==> config.mk <==
export PLATFORM = sky130hd
export DESIGN_NAME = irp_port
export DESIGN_NICKNAME = d
export VERILOG_FILES = /design/src/hdl/irp_pkg.sv /design/src/hdl/irp_port.sv
export SDC_FILE = /design/constraint.sdc
export NUM_CORES = 1
export LEC_CHECK = 0
export ABC_CLOCK_PERIOD_IN_PS = 3000
export BUFFER_PORTS_ARGS = -buffer_cell sky130_fd_sc_hd__buf_2
export CAP_MARGIN = 20
export CORE_ASPECT_RATIO = 1.2
export CORE_MARGIN = 2
export CORE_UTILIZATION = 45
export CTS_CLUSTER_SIZE = 10
export DETAILED_ROUTE_END_ITERATION = 10
export PLACE_DENSITY_LB_ADDON = 0.08
export RECOVER_POWER = 25
export SETUP_SLACK_MARGIN = 0.15
export SLEW_MARGIN = 20
export SYNTH_ARGS = -nofsm -noshare
export SYNTH_HDL_FRONTEND = slang
export SYNTH_SLANG_ARGS = --single-unit
==> constraint.sdc <==
create_clock -name I_CLK -period 3 [get_ports I_CLK]
set_input_delay 0.3 -clock I_CLK [delete_from_list [all_inputs] [get_ports I_CLK]]
set_output_delay 0.3 -clock I_CLK [all_outputs]
set_load 0.005 [all_outputs]
==> src/hdl/irp_pkg.sv <==
// Constants and carrier types of the interrogation receiver port
package irp_pkg;
  localparam logic [5:0] DEV_CODE = 6'o52;
  localparam int MASK_BIT_BE = 3;
  localparam int CLK_MHZ = 50;
  localparam int TICKS_PER_US = 16;
  localparam logic [6:0] ACC_STEP = 7'(TICKS_PER_US);
  localparam logic [6:0] ACC_MOD = 7'(CLK_MHZ);
  localparam logic [15:0] US_MAX = 16'hFFFF;
  localparam logic [1:0] REC_WORDS = 2'h3;
  localparam int BUF_WORDS_DEF = 1024;
  // Big-endian field positions in record word 2
  localparam int POS_SIDE_BE = 0;
  localparam int POS_TYPE_BE = 4;
  localparam int POS_LOCK_BE = 6;
  localparam logic [3:0] TYPE_ALLCALL_LO = 4'h1;
  localparam logic [3:0] TYPE_ALLCALL_HI = 4'h3;

  typedef enum logic [0:0] {
    IRP_IDLE = 1'b0,
    IRP_WRITE = 1'b1
  } irp_fsm_type;

  typedef struct packed {
    logic strobe;
    logic antenna_side_flag;
    logic [3:0] interrogation_type_code;
    logic [13:0] azimuth;
    logic [1:0] lockout_code;
  } irp_rx_type;

  typedef struct packed {
    logic we;
    logic [15:0] addr;
    logic [15:0] wdata;
  } irp_mem_type;

  function automatic int be2le(input int be_pos);
    return 15 - be_pos;
  endfunction : be2le
endpackage : irp_pkg

==> src/hdl/irp_port.sv <==
// Interrogation receiver port: bus strobes, counters, record writer
`timescale 1ns/1ps
`default_nettype none
module irp_port #(
  parameter logic [15:0] BUF_WORDS = 16'(irp_pkg::BUF_WORDS_DEF)
) (
  input wire logic I_CLK,
  input wire logic I_ARST_N,
  input wire logic I_CE,
  input wire logic [5:0] I_DEV_SEL,
  input wire logic I_START,
  input wire logic I_CLEAR,
  input wire logic I_PULSE,
  input wire logic I_BUS_WIDE_IO_RESET,
  input wire logic I_MASK_OUT,
  input wire logic I_INPUT_A,
  input wire logic I_INPUT_C,
  input wire logic I_OUTPUT_A,
  input wire logic I_OUTPUT_C,
  input wire logic [15:0] I_DATA,
  input wire logic I_MEM_READY,
  input wire irp_pkg::irp_rx_type I_RX,
  output logic [15:0] O_DATA,
  output logic O_DATA_VALID,
  output logic O_BUSY,
  output logic O_DONE,
  output logic O_INT,
  output var irp_pkg::irp_mem_type O_MEM
);

  // ****************************************
  // State
  // ****************************************
  typedef struct packed {
    logic busy;
    logic done;
    logic done2;
    logic mask;
    logic int_req;
    logic [15:0] count;
    logic [15:0] start_ptr;
    logic [15:0] mar;
    logic [15:0] rd_data;
    logic rd_valid;
    irp_pkg::irp_rx_type rx1;
    irp_pkg::irp_rx_type rx2;
    logic strobe_d;
    logic [6:0] acc;
    logic [3:0] sub;
    logic [15:0] us_since;
    logic [15:0] fine_since;
    irp_pkg::irp_fsm_type fsm;
    logic [1:0] idx;
    logic [15:0] rec0;
    logic [15:0] rec1;
    logic [15:0] rec2;
    irp_pkg::irp_mem_type mem;
  } irp_state_type;

  irp_state_type st;
  irp_state_type next_st;

  if (BUF_WORDS < 16'(irp_pkg::REC_WORDS)) begin : g_chk
    $error("BUF_WORDS must hold at least one record");
  end

  logic sel;
  logic s_start;
  logic s_clear;
  logic s_pulse;
  logic rx_event;
  logic is_allcall;
  logic room;
  logic [15:0] used;

  assign sel = (I_DEV_SEL == irp_pkg::DEV_CODE);
  assign s_start = I_START & sel;
  assign s_clear = I_CLEAR & sel;
  assign s_pulse = I_PULSE & sel;
  // Edge on second sync stage; first stage feeds only the second
  assign rx_event = st.rx2.strobe & ~st.strobe_d;
  assign is_allcall = (st.rx2.interrogation_type_code >=
                       irp_pkg::TYPE_ALLCALL_LO) &&
                      (st.rx2.interrogation_type_code <=
                       irp_pkg::TYPE_ALLCALL_HI);
  assign used = st.mar - st.start_ptr;
  // Judged before the first word, so no record ever lands in part
  assign room = (used <= BUF_WORDS - 16'(irp_pkg::REC_WORDS));

  // ****************************************
  // Next state
  // ****************************************
  always_comb begin
    next_st = st;
    next_st.rx1 = I_RX;
    next_st.rx2 = st.rx1;
    next_st.strobe_d = st.rx2.strobe;
    next_st.rd_valid = 1'b0;

    // Exact 16 fine ticks per 50 clocks by fractional accumulation
    next_st.acc = st.acc + irp_pkg::ACC_STEP;
    if (next_st.acc >= irp_pkg::ACC_MOD) begin
      next_st.acc = next_st.acc - irp_pkg::ACC_MOD;
      next_st.fine_since = st.fine_since + 16'h0001;
      next_st.sub = st.sub + 4'h1;
      if (st.sub == 4'hF && st.us_since != irp_pkg::US_MAX) begin
        next_st.us_since = st.us_since + 16'h0001;
      end
    end

    if (s_pulse) begin
      next_st.done2 = 1'b0;
    end
    if (s_start) begin
      next_st.busy = 1'b1;
      next_st.done = 1'b0;
      next_st.done2 = 1'b0;
    end
    if (s_clear || I_BUS_WIDE_IO_RESET) begin
      next_st.busy = 1'b0;
      next_st.done = 1'b0;
      next_st.done2 = 1'b0;
    end
    // Mask-out is not device-qualified: every device takes its own bit
    if (I_BUS_WIDE_IO_RESET) begin
      next_st.mask = 1'b0;
    end else if (I_MASK_OUT) begin
      next_st.mask = I_DATA[irp_pkg::be2le(irp_pkg::MASK_BIT_BE)];
    end

    // Idle output-C is harmless: the counter is forced to zero below
    if (I_OUTPUT_C && sel) begin
      next_st.count = next_st.count - 16'h0001;
    end
    if (I_INPUT_A && sel) begin
      next_st.rd_data = st.mar;
      next_st.rd_valid = 1'b1;
    end
    if (I_INPUT_C && sel) begin
      next_st.rd_data = st.count;
      next_st.rd_valid = 1'b1;
    end

    // Every interrogation while busy counts, even one the writer has to drop
    if (rx_event && st.busy) begin
      next_st.count = next_st.count + 16'h0001;
    end

    // Record writer; a write in flight drains before new capture
    case (st.fsm)
      irp_pkg::IRP_IDLE: begin
        if (rx_event && st.busy) begin
          if (room) begin
            next_st.done2 = 1'b1;
            next_st.rec0 = is_allcall ? st.us_since
                                      : st.fine_since;
            next_st.rec1 = {2'b00, st.rx2.azimuth};
            next_st.rec2 = 16'h0000;
            next_st.rec2[irp_pkg::be2le(irp_pkg::POS_SIDE_BE)] =
              st.rx2.antenna_side_flag;
            next_st.rec2[irp_pkg::be2le(irp_pkg::POS_TYPE_BE) +: 4] =
              st.rx2.interrogation_type_code;
            if (!is_allcall) begin
              next_st.rec2[irp_pkg::be2le(irp_pkg::POS_LOCK_BE) +: 2] =
                st.rx2.lockout_code;
            end
            next_st.idx = 2'h0;
            next_st.fsm = irp_pkg::IRP_WRITE;
            next_st.mem.we = 1'b1;
            next_st.mem.addr = st.mar;
            next_st.mem.wdata = next_st.rec0;
          end else begin
            next_st.done = 1'b1;
          end
        end
      end
      irp_pkg::IRP_WRITE: begin
        if (I_MEM_READY) begin
          next_st.mar = st.mar + 16'h0001;
          next_st.idx = st.idx + 2'h1;
          next_st.mem.addr = st.mar + 16'h0001;
          next_st.mem.wdata = (st.idx == 2'h0) ? st.rec1 : st.rec2;
          if (st.idx == irp_pkg::REC_WORDS - 2'h1) begin
            next_st.mem.we = 1'b0;
            next_st.fsm = irp_pkg::IRP_IDLE;
          end
        end
      end
      default: begin
        next_st.fsm = irp_pkg::IRP_IDLE;
        next_st.mem.we = 1'b0;
      end
    endcase

    // All-call restarts both elapsed-time counters
    if (rx_event && is_allcall) begin
      next_st.us_since = 16'h0000;
      next_st.fine_since = 16'h0000;
      next_st.sub = 4'h0;
    end

    // Bus reset leaves start pointer and address alone
    if (I_OUTPUT_A && sel) begin
      next_st.start_ptr = I_DATA;
      next_st.mar = I_DATA;
    end
    if (!next_st.busy) begin
      next_st.count = 16'h0000;
    end
    next_st.int_req = (next_st.done | next_st.done2) & ~next_st.mask;
  end

  always_ff @(posedge I_CLK or negedge I_ARST_N) begin
    if (!I_ARST_N) begin
      st <= '0;
    end else if (I_CE) begin
      st <= next_st;
    end
  end

  assign O_DATA = st.rd_data;
  assign O_DATA_VALID = st.rd_valid;
  assign O_BUSY = st.busy;
  assign O_DONE = st.done;
  assign O_INT = st.int_req;
  assign O_MEM = st.mem;
endmodule : irp_port
`default_nettype wire

# == Word-level counts from Yosys, hierarchy flattened ==
# Cells that the tools add are included.
# classes
n_addsub,10
n_mul,0
div_mod_pow,0
magnitude_cmp,4
n_eq_ne,8
shift,0
n_mux,31
n_bitwise,9
n_reduce_logical,23
# ops
cell,n
$mux W84,2
$mux W16,9
$pmux W33 S2,1
$add A16 B1 Y16 const B,4
$mux W43,1
$mux W36,1
$mux W17,2
$mux W33,1
$le A16 B10 Y1 const B,1
$ne A16 B16 Y1 const B,1
$sub A16 B1 Y16 const B,1
$sub A16 B16 Y16,1
$reduce_bool A2 Y1,5
$mux W3,3
$logic_and A1 B1 Y1,8
$reduce_and A4 Y1,2
$add A7 B5 Y7 const B,1
$ge A7 B6 Y1 const B,1
$mux W1,7
$sub A7 B6 Y7 const B,1
$eq A6 B6 Y1 const B,1
$mux W2,3
$ne A2 B2 Y1 const B,3
$pmux W3 S2,1
15 further kinds,24
# totals
regBits,231
latch_bits,0
mem_bits_rw,0
mem_bits_ro,0
in_bits,57
word_cells,118
mem_count,0

# == Logic depth before layout (Yosys ltp) ==
# Gate-level depths: netlist of run 1.
# depth
word_depth,10
mapped_depth,15
ltp_nobuf,12

# == Least setup slack after synthesis of run 1 ==
# No wires, ideal clock.
# synth_path
path_kind,reg-to-reg
start,reg st[189] in the netlist's numbering
end,reg st[51] in the netlist's numbering
arrival_time_ps,3232
t_required_ps,2875
slack_ps,-357
stages_incl_launch_ff,13
path_buffers,1
path_cell_list,dfrtp_1 > inv_1 > ha_1 > fa_1 > nand2b_1 > a21o_1 > o21ai_0 > xnor2_1 > nor3_1 > a211o_1 > nor4_4 > buf_2 > mux2_2
# synth_between
elab_chain_cells,3
# synth_lines
item,line,text
"start, declared",irp_port.sv:60,irp_state_type st;
"start signal, assigned",irp_port.sv:217,st <= next_st;
$sub A16 B16 Y16,irp_port.sv:86,assign used = st.mar - st.start_ptr;
$le A16 B10 Y1,irp_port.sv:88,assign room = (used <= BUF_WORDS - 16'(irp_pkg::REC_WORDS));
$reduce_and A4 Y1 (no line),--,
# Every way passes these cells.
# A chain may end at the register's enable or synchronous reset.

# == Final worst setup path of run 1 ==
# layout_path
start,reg st[205] in the netlist's numbering
end,"reg st, in the netlist O_MEM[29]"
# layout_between
elab_chain_cells,4
# layout_lines
item,line
$sub A16 B16 Y16,irp_port.sv:86
$le A16 B10 Y1,irp_port.sv:88
$ne A2 B2 Y1 (no line),--
$reduce_and A4 Y1 (no line),--
# Every way passes these cells.

==> results_dict.tcl, run 1 <==
set metrics [dict create \
    ys_seq_elements 214 \
    viasPerCell 5.55 \
    synth_fa_ha_area_share_pct 3.02 \
    yosysSeqAreaShare_pct 45.2 \
    p_per_area_nw_per_um2 647 \
    gp_congestion 0.890 \
    clock_skew_ps 19.2 \
    ctsLongestPathBuffers 3 \
    first_pass_iters 5 \
    placedCellCount 1703 \
    synth-edff-count 0 \
    synthXorXnorAreaFrac_pct 3.40 \
    grt_max_degree 100 \
    instances_no_fill 1805 \
    tns_ps -7280 \
    cp_top_family "compound AO/OA/AOI/OAI gates" \
    layout_common_cells "dfrtp_1, nand2_1, buf_4" \
    numCtsBuffers 26 \
    track_usage_pct 23.9 \
    cp_data_required_time_ps 3410 \
    setup_viol 54 \
    synth-async-reset-ratio_pct 100 \
    muxShareOfSynthArea_pct 7.89 \
    busiest_layer "met2" \
    nets 1545 \
    wl_per_cell_um 18.7 \
    wirelength_um 33800 \
    synth_area_sq_um 11900 \
    synth_ff_type "dfrtp_1" \
    grt_pass1_vias 9763 \
    hold_viol 0 \
    synth_nets 1356 \
    critPathMaxFanout 6 \
    synthSimpleGateAreaFrac_pct 16.9 \
    arrival_ps 3610 \
    min_period_ps 3190 \
    core-area_sq_um 26100 \
    globalRouteMet1Util_pct 30.3 \
    drc 0 \
    dieArea_sq_um 27700 \
    cts_tree "yes" \
    numClockSinks 214 \
    crit_chain "ha_4 > fa_2 > nand2b_4 > a21o_1 > buf_6 > a21boi_2 > o21a_1 > nor3_1 > a211o_1 > nor4_4 > or2_4 > buf_12 > mux2_2" \
    drive_gt1_share_pct 29.5 \
    criticalPathCategory "flip-flop to flip-flop" \
    cp-end-kind "flip-flop" \
    critPathSlowestCell "dfrtp_1" \
    synth-compound-area-share_pct 16.7 \
    worst_pin_slew_ps 2370 \
    relSlewSlack_pct -58.0 \
    worst_skew_pair.late_latency_ps 540 \
    drtIter0Drc 605 \
    worstHoldPathType "input pin to flip-flop" \
    initial_core_util_pct 45.4 \
    startpoint_type "flip-flop" \
    synthCells 1271 \
    io_buffers 109 \
    mostFrequentLayoutCell "dfrtp_1" \
    n_fill_cell 2335 \
    violations "max-capacitance violations, max-slew violations, negative setup slack" \
    slew_violations 172 \
    antenna_found_initial 1 \
    detail-route-antenna-nets 0 \
    worst_path_largest_cell_delay_ps 400 \
    multiInputGateArea_sq_um 6160 \
    status "finished with violations" \
    path_clk_slew_ps 60 \
    grt-ovfl-total 0 \
    rows 65 \
    synth_warnings 0 \
    pin_count 110 \
    ys_types 65 \
    syn_to_final_growth_pct 26.5 \
    dr_total_vias 10009 \
    syn_avg_cell_area_sq_um 9.33 \
    critPathBufInv 2 \
    drv_cap 2 \
    synth_top_family_by_area "simple AND/OR/NAND/NOR gates" \
    grt_util_met3_pct 3.32 \
    worst_slack_ps -194 \
    fmax_mhz 313 \
    ir_worst_vdd_mv 0.578 \
    ctsHtreeMaxLevel 1 \
    rsz0062_at_grt "true" \
    fin_crit_sh_pct 106 \
    dpl.hpwl_um 23600 \
    die_w_um 152 \
    power.leakage_nw 6.81 \
    seq_area_sq_um 5360 \
    use_met2_pct 41.4 \
    die_h_um 182 \
    grt_pass1_wl_um 53300 \
    cts-root-buf "clkbuf_16" \
]
state kept, by name, summed over array words and instances, names as in the netlist:
signal	cells
O_BUSY	1
O_DATA	16
O_DATA_VALID	1
O_DONE	1
O_INT	1
O_MEM	33
next_st	23
st	138
final cells by class:
class,count,area share (%)
Inverter,40,1.00
Multi-Input combinational cell,899,41.1
Clock buffer,35,4.83
Antenna cell,1,0.0167
Sequential cell,214,35.7
Timing Repair Buffer,279,14.4
Clock inverter,2,0.142
Tap cell,335,2.80
cell families after synthesis:
| logic type | count (synthesis) |
|---|---|
| compound gates | 322 |
| flops | 214 |
| fa+ha+maj | 28 |
| mux | 84 |
| xor+xnor | 46 |
| simple gates | 419 |
| buf+inv | 158 |
cell usage after synthesis (all sizes together) (9+ instances only):
master | count | area (sq um)
a21o | 10 | 75.1
a21oi | 75 | 379
a22oi | 45 | 338
a31oi | 9 | 56.3
and3 | 32 | 200
buf | 61 | 447
clkbuf | 57 | 215
dfrtp | 214 | 5360
ha | 27 | 338
inv | 40 | 150
mux2 | 76 | 856
nand2 | 166 | 623
nand2b | 14 | 87.6
nand3 | 35 | 175
nand4 | 11 | 68.8
nor2 | 69 | 259
nor2b | 10 | 62.6
nor3 | 44 | 225
o21ai | 116 | 584
or3 | 9 | 56.3
xnor2 | 25 | 219
xor2 | 21 | 184
per-stage QoR:
step	total power [mW]	worst slack, ps	instance area [sq um]	utilization [%]	hold slack [ps]
after floorplan	5.70	-197	12000	-	4.41
after CTS	9.60	-116	14500	55.6	3.46
after detailed placement	6.61	-211	13200	50.6	409
after global routing	10.3	-356	15000	57.4	6.82
after global placement	6.57	-183	13200	50.6	400
final	9.70	-194	15000	57.4	21.6
worst paths after layout:
path | slack [ps] | start | cells after the start | end
max | -190 | st[205] | 13 | O_MEM[29]
min | 20 | I_RX[15] | 2 | next_st[143]
max reg2reg | -190 | st[205] | 13 | O_MEM[29]
min reg2reg | 480 | O_MEM[32] | 1 | O_MEM[32]
max in group asynchronous | 550 | I_ARST_N | 2 | st[128]
min in group asynchronous | 1030 | I_ARST_N | 2 | st[226]
timing repair:
| item | 4_1_cts | 5_1_grt |
|---|---|---|
| resized for setup | 41 | 60 |
| hold buffers | 31 | 0 |
| buffers inserted | 11 | 15 |
| endpoints found under the hold margin | 125 | 0 |
| endpoints found under the setup margin | 62 | 72 |
| cloned | 1 | 6 |
| pin swaps | 14 | 49 |
layer usage:
layer	up-vias	part of all wire, %
li1	4834	-
met1	4873	42
met2	233	50
met3	69	4.5
met4	0	4.0
met5	-	0
report_power, final:
part | switching (mW) | internal (mW)
combinational | 1.65 | 1.45
clock | 1.18 | 1.66
sequential | 0.386 | 3.38
total | 3.21 | 6.49
Power figures use the tool's default switching activity.
==> run 2, diff against run 1 <==
CORE_MARGIN = 1   (was 2)
CTS_BUF_LIST = sky130_fd_sc_hd__clkbuf_4 sky130_fd_sc_hd__clkbuf_8   (was not set)
==> run 2 against run 1 <==
  * The flow still finishes with violations (max-capacitance violations, max-slew violations, negative setup slack)
  * Sequential cell count stayed put
  * Clock skew rose by 14 ps
  * Via count is 0.99% higher
  * Count of clock-buffer cells in the layout rose by 21
  * Register-to-register slack got worse by 120 ps
  * Die area shrank 2.4%
  * Setup slack worse by 120 ps
  * Power fell by 2.0%
  * First-iteration DRC count up 5.3%
  * Final cell count is 1.0% higher
  * Sequential share of layout area rose by 0.068 points
  * Sequential power about the same
  * Critical endpoint is now st[58]
  * Largest cell class unchanged
  * Largest power group unchanged
==> results_dict.tcl, run 2 (synthesized netlist as in run 1, its figures left out) <==
set metrics [dict create \
    largest_reg_flops 138 \
    grt-ovfl-total 0 \
    cts-root-buf "clkbuf_8" \
    hold_viol 0 \
    die_h_um 180 \
    clock_skew_ps 33.0 \
    first_pass_iters 5 \
    detail-route-antenna-nets 0 \
    track_usage_pct 25.2 \
    mostFrequentLayoutCell "dfrtp_1" \
    ir_worst_vdd_mv 0.398 \
    relSlewSlack_pct -18.7 \
    worstHoldPathType "input pin to flip-flop" \
    fin_crit_sh_pct 110 \
    layout_common_cells "dfrtp_1, nand2_1, buf_2, buf_4, o21ai_0" \
    top_register "st" \
    io_buffers 109 \
    min_period_ps 3310 \
    gp_congestion 0.875 \
    ctsHtreeMaxLevel 2 \
    initial_core_util_pct 46.1 \
    grt_pass1_wl_um 53400 \
    n_fill_cell 2272 \
    pin_count 110 \
    worst_pin_slew_ps 1780 \
    numCtsBuffers 36 \
    viasPerCell 5.54 \
    place_area_sq_um 13100 \
    slew_violations 63 \
    cp_data_required_time_ps 3420 \
    arrival_ps 3720 \
    cp-end-kind "flip-flop" \
    fmax_mhz 302 \
    critPathMaxFanout 8 \
    multiInputGateArea_sq_um 6170 \
    drv_cap 1 \
    p_total_mw 9.50 \
    path_clk_slew_ps 60 \
    drtIter0Drc 637 \
    setup_viol 57 \
    syn_to_final_growth_pct 26.2 \
    worst_skew_pair.late_latency_ps 550 \
    ctsLongestPathBuffers 3 \
    p_per_area_nw_per_um2 635 \
    numClockSinks 214 \
    drive_gt1_share_pct 30.4 \
    cts_tree "yes" \
    wl_per_cell_um 18.5 \
    criticalPathCategory "flip-flop to flip-flop" \
    wirelength_um 33700 \
    drc 0 \
    antenna_cells 0 \
    violations "max-capacitance violations, max-slew violations, negative setup slack" \
    antenna_found_initial 0 \
    dr_total_vias 10108 \
    status "finished with violations" \
    seq_area_sq_um 5360 \
    grt_pass1_vias 9895 \
    dpl.hpwl_um 23100 \
    grt_max_degree 74 \
    worst_slack_ps -309 \
    rsz0062_at_grt "true" \
    dieArea_sq_um 27000 \
    core-area_sq_um 25700 \
    startpoint_type "flip-flop" \
    hold_slack_ps 74.7 \
    tns_ps -11570 \
    nets 1557 \
    rows 64 \
    fin_area_sq_um 15000 \
    die_w_um 150 \
    power.leakage_nw 6.84 \
]
-- run 2: cell types whose count changed in the layout (fill, tap and decap cells not counted), sizes merged --
| cell | previous run | this run |
|---|---|---|
| clkbuf | 42 | 61 |
| dlygate4sd3 | 31 | 38 |
| buf | 241 | 238 |
| clkinv | 2 | 0 |
| inv | 40 | 42 |
| clkinvlp | 0 | 1 |
| diode | 1 | 0 |
-- run 2: worst paths after layout --
kind	from	to	slack, ps	cells after the start
max	st[189]	st[58]	-310	16
min	I_DATA[12]	st[217]	70	3
max reg2reg	st[189]	st[58]	-310	16
min reg2reg	O_DATA_VALID	O_DATA_VALID	480	1
max in group asynchronous	I_ARST_N	O_DATA[7]	1030	3
min in group asynchronous	I_ARST_N	st[222]	760	2
-- run 2: worst max-delay path: stages, from the launching register on --
cell and delay [ps]:
dfrtp_1 350, inv_1 50, ha_2 190, fa_2 380, nand2b_4 160, a21o_1 170
o21ai_2 200, buf_6 140, buf_6 90, a221oi_2 50, xor2_1 210, nand3_2 140
nor4_4 290, buf_4 200, buf_12 130, buf_12 130, mux2_4 290
-- run 2: power by group --
part,total [mW],internal [mW],switching (mW)
Clock,2.65,1.45,1.21
Combinational,3.08,1.46,1.62
Sequential,3.77,3.38,0.387
Total,9.50,6.29,3.21
-- run 2: repair_timing --
action                                  4_1_cts  5_1_grt
resized for setup                            32       70
gates cloned                                  0        5
hold buffers                                 38        0
buffers inserted                             12       18
hold endpoints to repair                     98        0
endpoints found under the setup margin       62       74
pin swaps                                     8       36
-- run 2: final cells by class --
cell class,instances,share of cell area [%]
flip-flops and latches,214,35.8
clock inverters,3,0.184
multi-input cells,899,41.2
clock buffers,56,4.56
well taps,330,2.76
inverters,40,1.00
repair buffers,281,14.5
-- run 2: routing by layer --
layer	GRT usage (%)	share of wire, %
met4	10.5	3.3
met3	3.78	4.5
met1	32.1	42
met2	42.3	50
met5	0	0
-- run 2: metrics by stage --
| stage | utilization [%] | std cells | worst slack, ps |
|---|---|---|---|
| after floorplan | - | 1271 | -197 |
| after global placement | 51.0 | 1691 | -178 |
| after detailed placement | 51.0 | 1691 | -246 |
| after CTS | 56.2 | 1800 | -171 |
| after global routing | 58.2 | 1823 | -418 |
| final | 58.2 | 1823 | -309 |
==> run 3, diff against run 2 <==
PLACE_DENSITY_LB_ADDON = 0.1   (was 0.08)
==> run 3 against run 2 <==
  * The run still ends with max-capacitance violations, max-slew violations, negative setup slack left
  * Power grew 4.0%
  * Hold slack worse by 62 ps
  * Clock skew decreased by 2.9 ps
  * Core utilization grew 0.74 points
  * Register-to-register slack improved by 170 ps
  * Sequential power hardly changed
  * Global-route usage fell by 0.13 points
  * Via count is 1.4% higher
  * Critical path depth fell by 2
  * Largest cell class unchanged
==> results_dict.tcl, run 3 (synthesized netlist as in run 1, its figures left out) <==
set metrics [dict create \
    pin_count 110 \
    crit_chain "inv_1 > ha_2 > fa_2 > nand2b_4 > a21o_1 > o21ai_2 > buf_6 > a221oi_4 > xor2_1 > nand3_2 > nor4_4 > buf_4 > buf_12 > mux2_4" \
    relSlewSlack_pct -33.1 \
    detail-route-antenna-nets 0 \
    switchingPower_mw 3.28 \
    ir_worst_vdd_mv 0.466 \
    min_period_ps 3140 \
    cts_tree "yes" \
    critPathMaxFanout 13 \
    utilization_pct 59.0 \
    gp_congestion 0.906 \
    seq_area_sq_um 5360 \
    p_total_mw 9.88 \
    min_from "I_DATA[10]" \
    r2r_start "st[189]" \
    worstHoldPathType "input pin to flip-flop" \
    p_comb_share_pct 31.6 \
    numClockSinks 214 \
    worst_path_largest_cell_delay_ps 370 \
    fin_crit_sh_pct 105 \
    p_per_area_nw_per_um2 652 \
    timing.rr.end "st[46]" \
    drc 0 \
    drive_gt1_share_pct 33.1 \
    cp_top_family "simple AND/OR/NAND/NOR gates" \
    sequentialPowerShare_pct 38.0 \
    die_h_um 180 \
    mostFrequentLayoutCell "dfrtp_1" \
    io_buffers 109 \
    power.leakage_nw 6.89 \
    first_pass_iters 5 \
    initial_core_util_pct 46.1 \
    slew_violations 114 \
    rows 64 \
    min_to "st[215]" \
    dieArea_sq_um 27000 \
    wl_per_cell_um 18.5 \
    grt-ovfl-total 0 \
    grt_max_degree 81 \
    cp_data_required_time_ps 3410 \
    path_clk_slew_ps 60 \
    dpl.hpwl_um 23100 \
    wirelength_um 33900 \
    min_path_cells 3 \
    rsz0062_at_grt "true" \
    track_usage_pct 25.1 \
    layout_common_cells "dfrtp_1, nand2_1, buf_4" \
    worst_slack_ps -137 \
    n_fill_cell 2249 \
    ctsHtreeMaxLevel 2 \
    worst_skew_pair.late_latency_ps 550 \
    numCtsBuffers 39 \
    violations "max-capacitance violations, max-slew violations, negative setup slack" \
    nets 1557 \
    drtIter0Drc 530 \
    dr_total_vias 10246 \
    ctsLongestPathBuffers 3 \
    clock_skew_ps 30.1 \
    core-area_sq_um 25700 \
    p_sw_share_pct 33.2 \
    syn_to_final_growth_pct 27.8 \
    r2r_setup_slack_ps -140 \
    ff2ff_path_depth 14 \
    fmax_mhz 319 \
    multiInputGateArea_sq_um 6330 \
    cp-end-kind "flip-flop" \
    criticalPathCategory "flip-flop to flip-flop" \
    startpoint_type "flip-flop" \
    setup_viol 54 \
    top_register "st" \
    cts-root-buf "clkbuf_8" \
    antenna_found_initial 0 \
    antenna_cells 0 \
    worst_pin_slew_ps 2000 \
    critPathBufInv 4 \
    grt_pass1_vias 9922 \
    clock_power_share_pct 30.4 \
    grt_pass1_wl_um 53100 \
    tns_ps -4290 \
    die_w_um 150 \
    largest_reg_flops 138 \
    intPower_mw 6.60 \
    drv_cap 2 \
    critPathSlowestCell "fa_2" \
    hold_viol 0 \
    viasPerCell 5.60 \
    arrival_ps 3550 \
    status "finished with violations" \
]
run 3: power groups by stage:
| stage | clock network (mW) | logic (mW) | registers [mW] |
|---|---|---|---|
| floorplan | 0 | 2.00 | 3.70 |
| global placement | 0 | 2.73 | 3.79 |
| detailed placement | 0 | 2.77 | 3.80 |
| CTS | 3.08 | 2.85 | 3.75 |
| global route | 3.23 | 3.47 | 3.82 |
| finish | 3.01 | 3.12 | 3.76 |
run 3: worst max path at each step:
stage               startpoint   endpoint  slack (ps)  cells past startpoint
floorplan              st[189]     st[44]        -200                     12
global placement       st[209]     st[51]        -170                     12
detailed placement     st[209]     st[82]        -190                     12
CTS                    st[189]  O_MEM[28]        -120                     13
global route           st[189]     st[54]        -280                     14
finish                 st[189]     st[46]        -140                     14
run 3: layout make-up:
cell class              count  share of cell area [%]
multi-input cells         899                    41.8
flip-flops and latches    214                    35.3
repair buffers            278                    13.5
clock buffers              64                    5.23
well taps                 330                    2.72
inverters                  40                   0.991
clock inverters             6                   0.421
run 3: worst reg2reg max path, cell delays in order, from the launching register on:
cell	delay (ps)
dfrtp_1	340
inv_1	50
ha_2	190
fa_2	370
nand2b_4	160
a21o_1	180
o21ai_2	170
buf_6	130
a221oi_4	50
xor2_1	190
nand3_2	130
nor4_4	360
buf_4	210
buf_12	160
mux2_4	310
run 3: stage by stage:
stage	setup WS, ps	cell area, sq um	hold slack [ps]	std cells
after floorplan	-197	12000	4.41	1271
after global placement	-169	13100	320	1687
after detailed placement	-194	13100	325	1687
after CTS	-123	14500	0.190	1806
after global routing	-278	15200	21.1	1831
final	-137	15200	12.6	1831
run 3: what timing repair did:
| action | CTS | global route |
|---|---|---|
| setup endpoints to repair | 62 | 76 |
| setup buffers | 17 | 21 |
| hold buffers | 31 | 0 |
| gates cloned | 1 | 4 |
| hold endpoints to repair | 107 | 0 |
| gates resized for setup | 29 | 105 |
| pin swaps | 11 | 82 |
run 3: per-layer routing:
metal  track usage, %  wire, um  vias up
li1                 -         -     4877
met5                0         0        -
met1             32.4     14400     5009
met2             41.3     16500      285
met4             10.5      1400        0
met3             4.01      1650       75
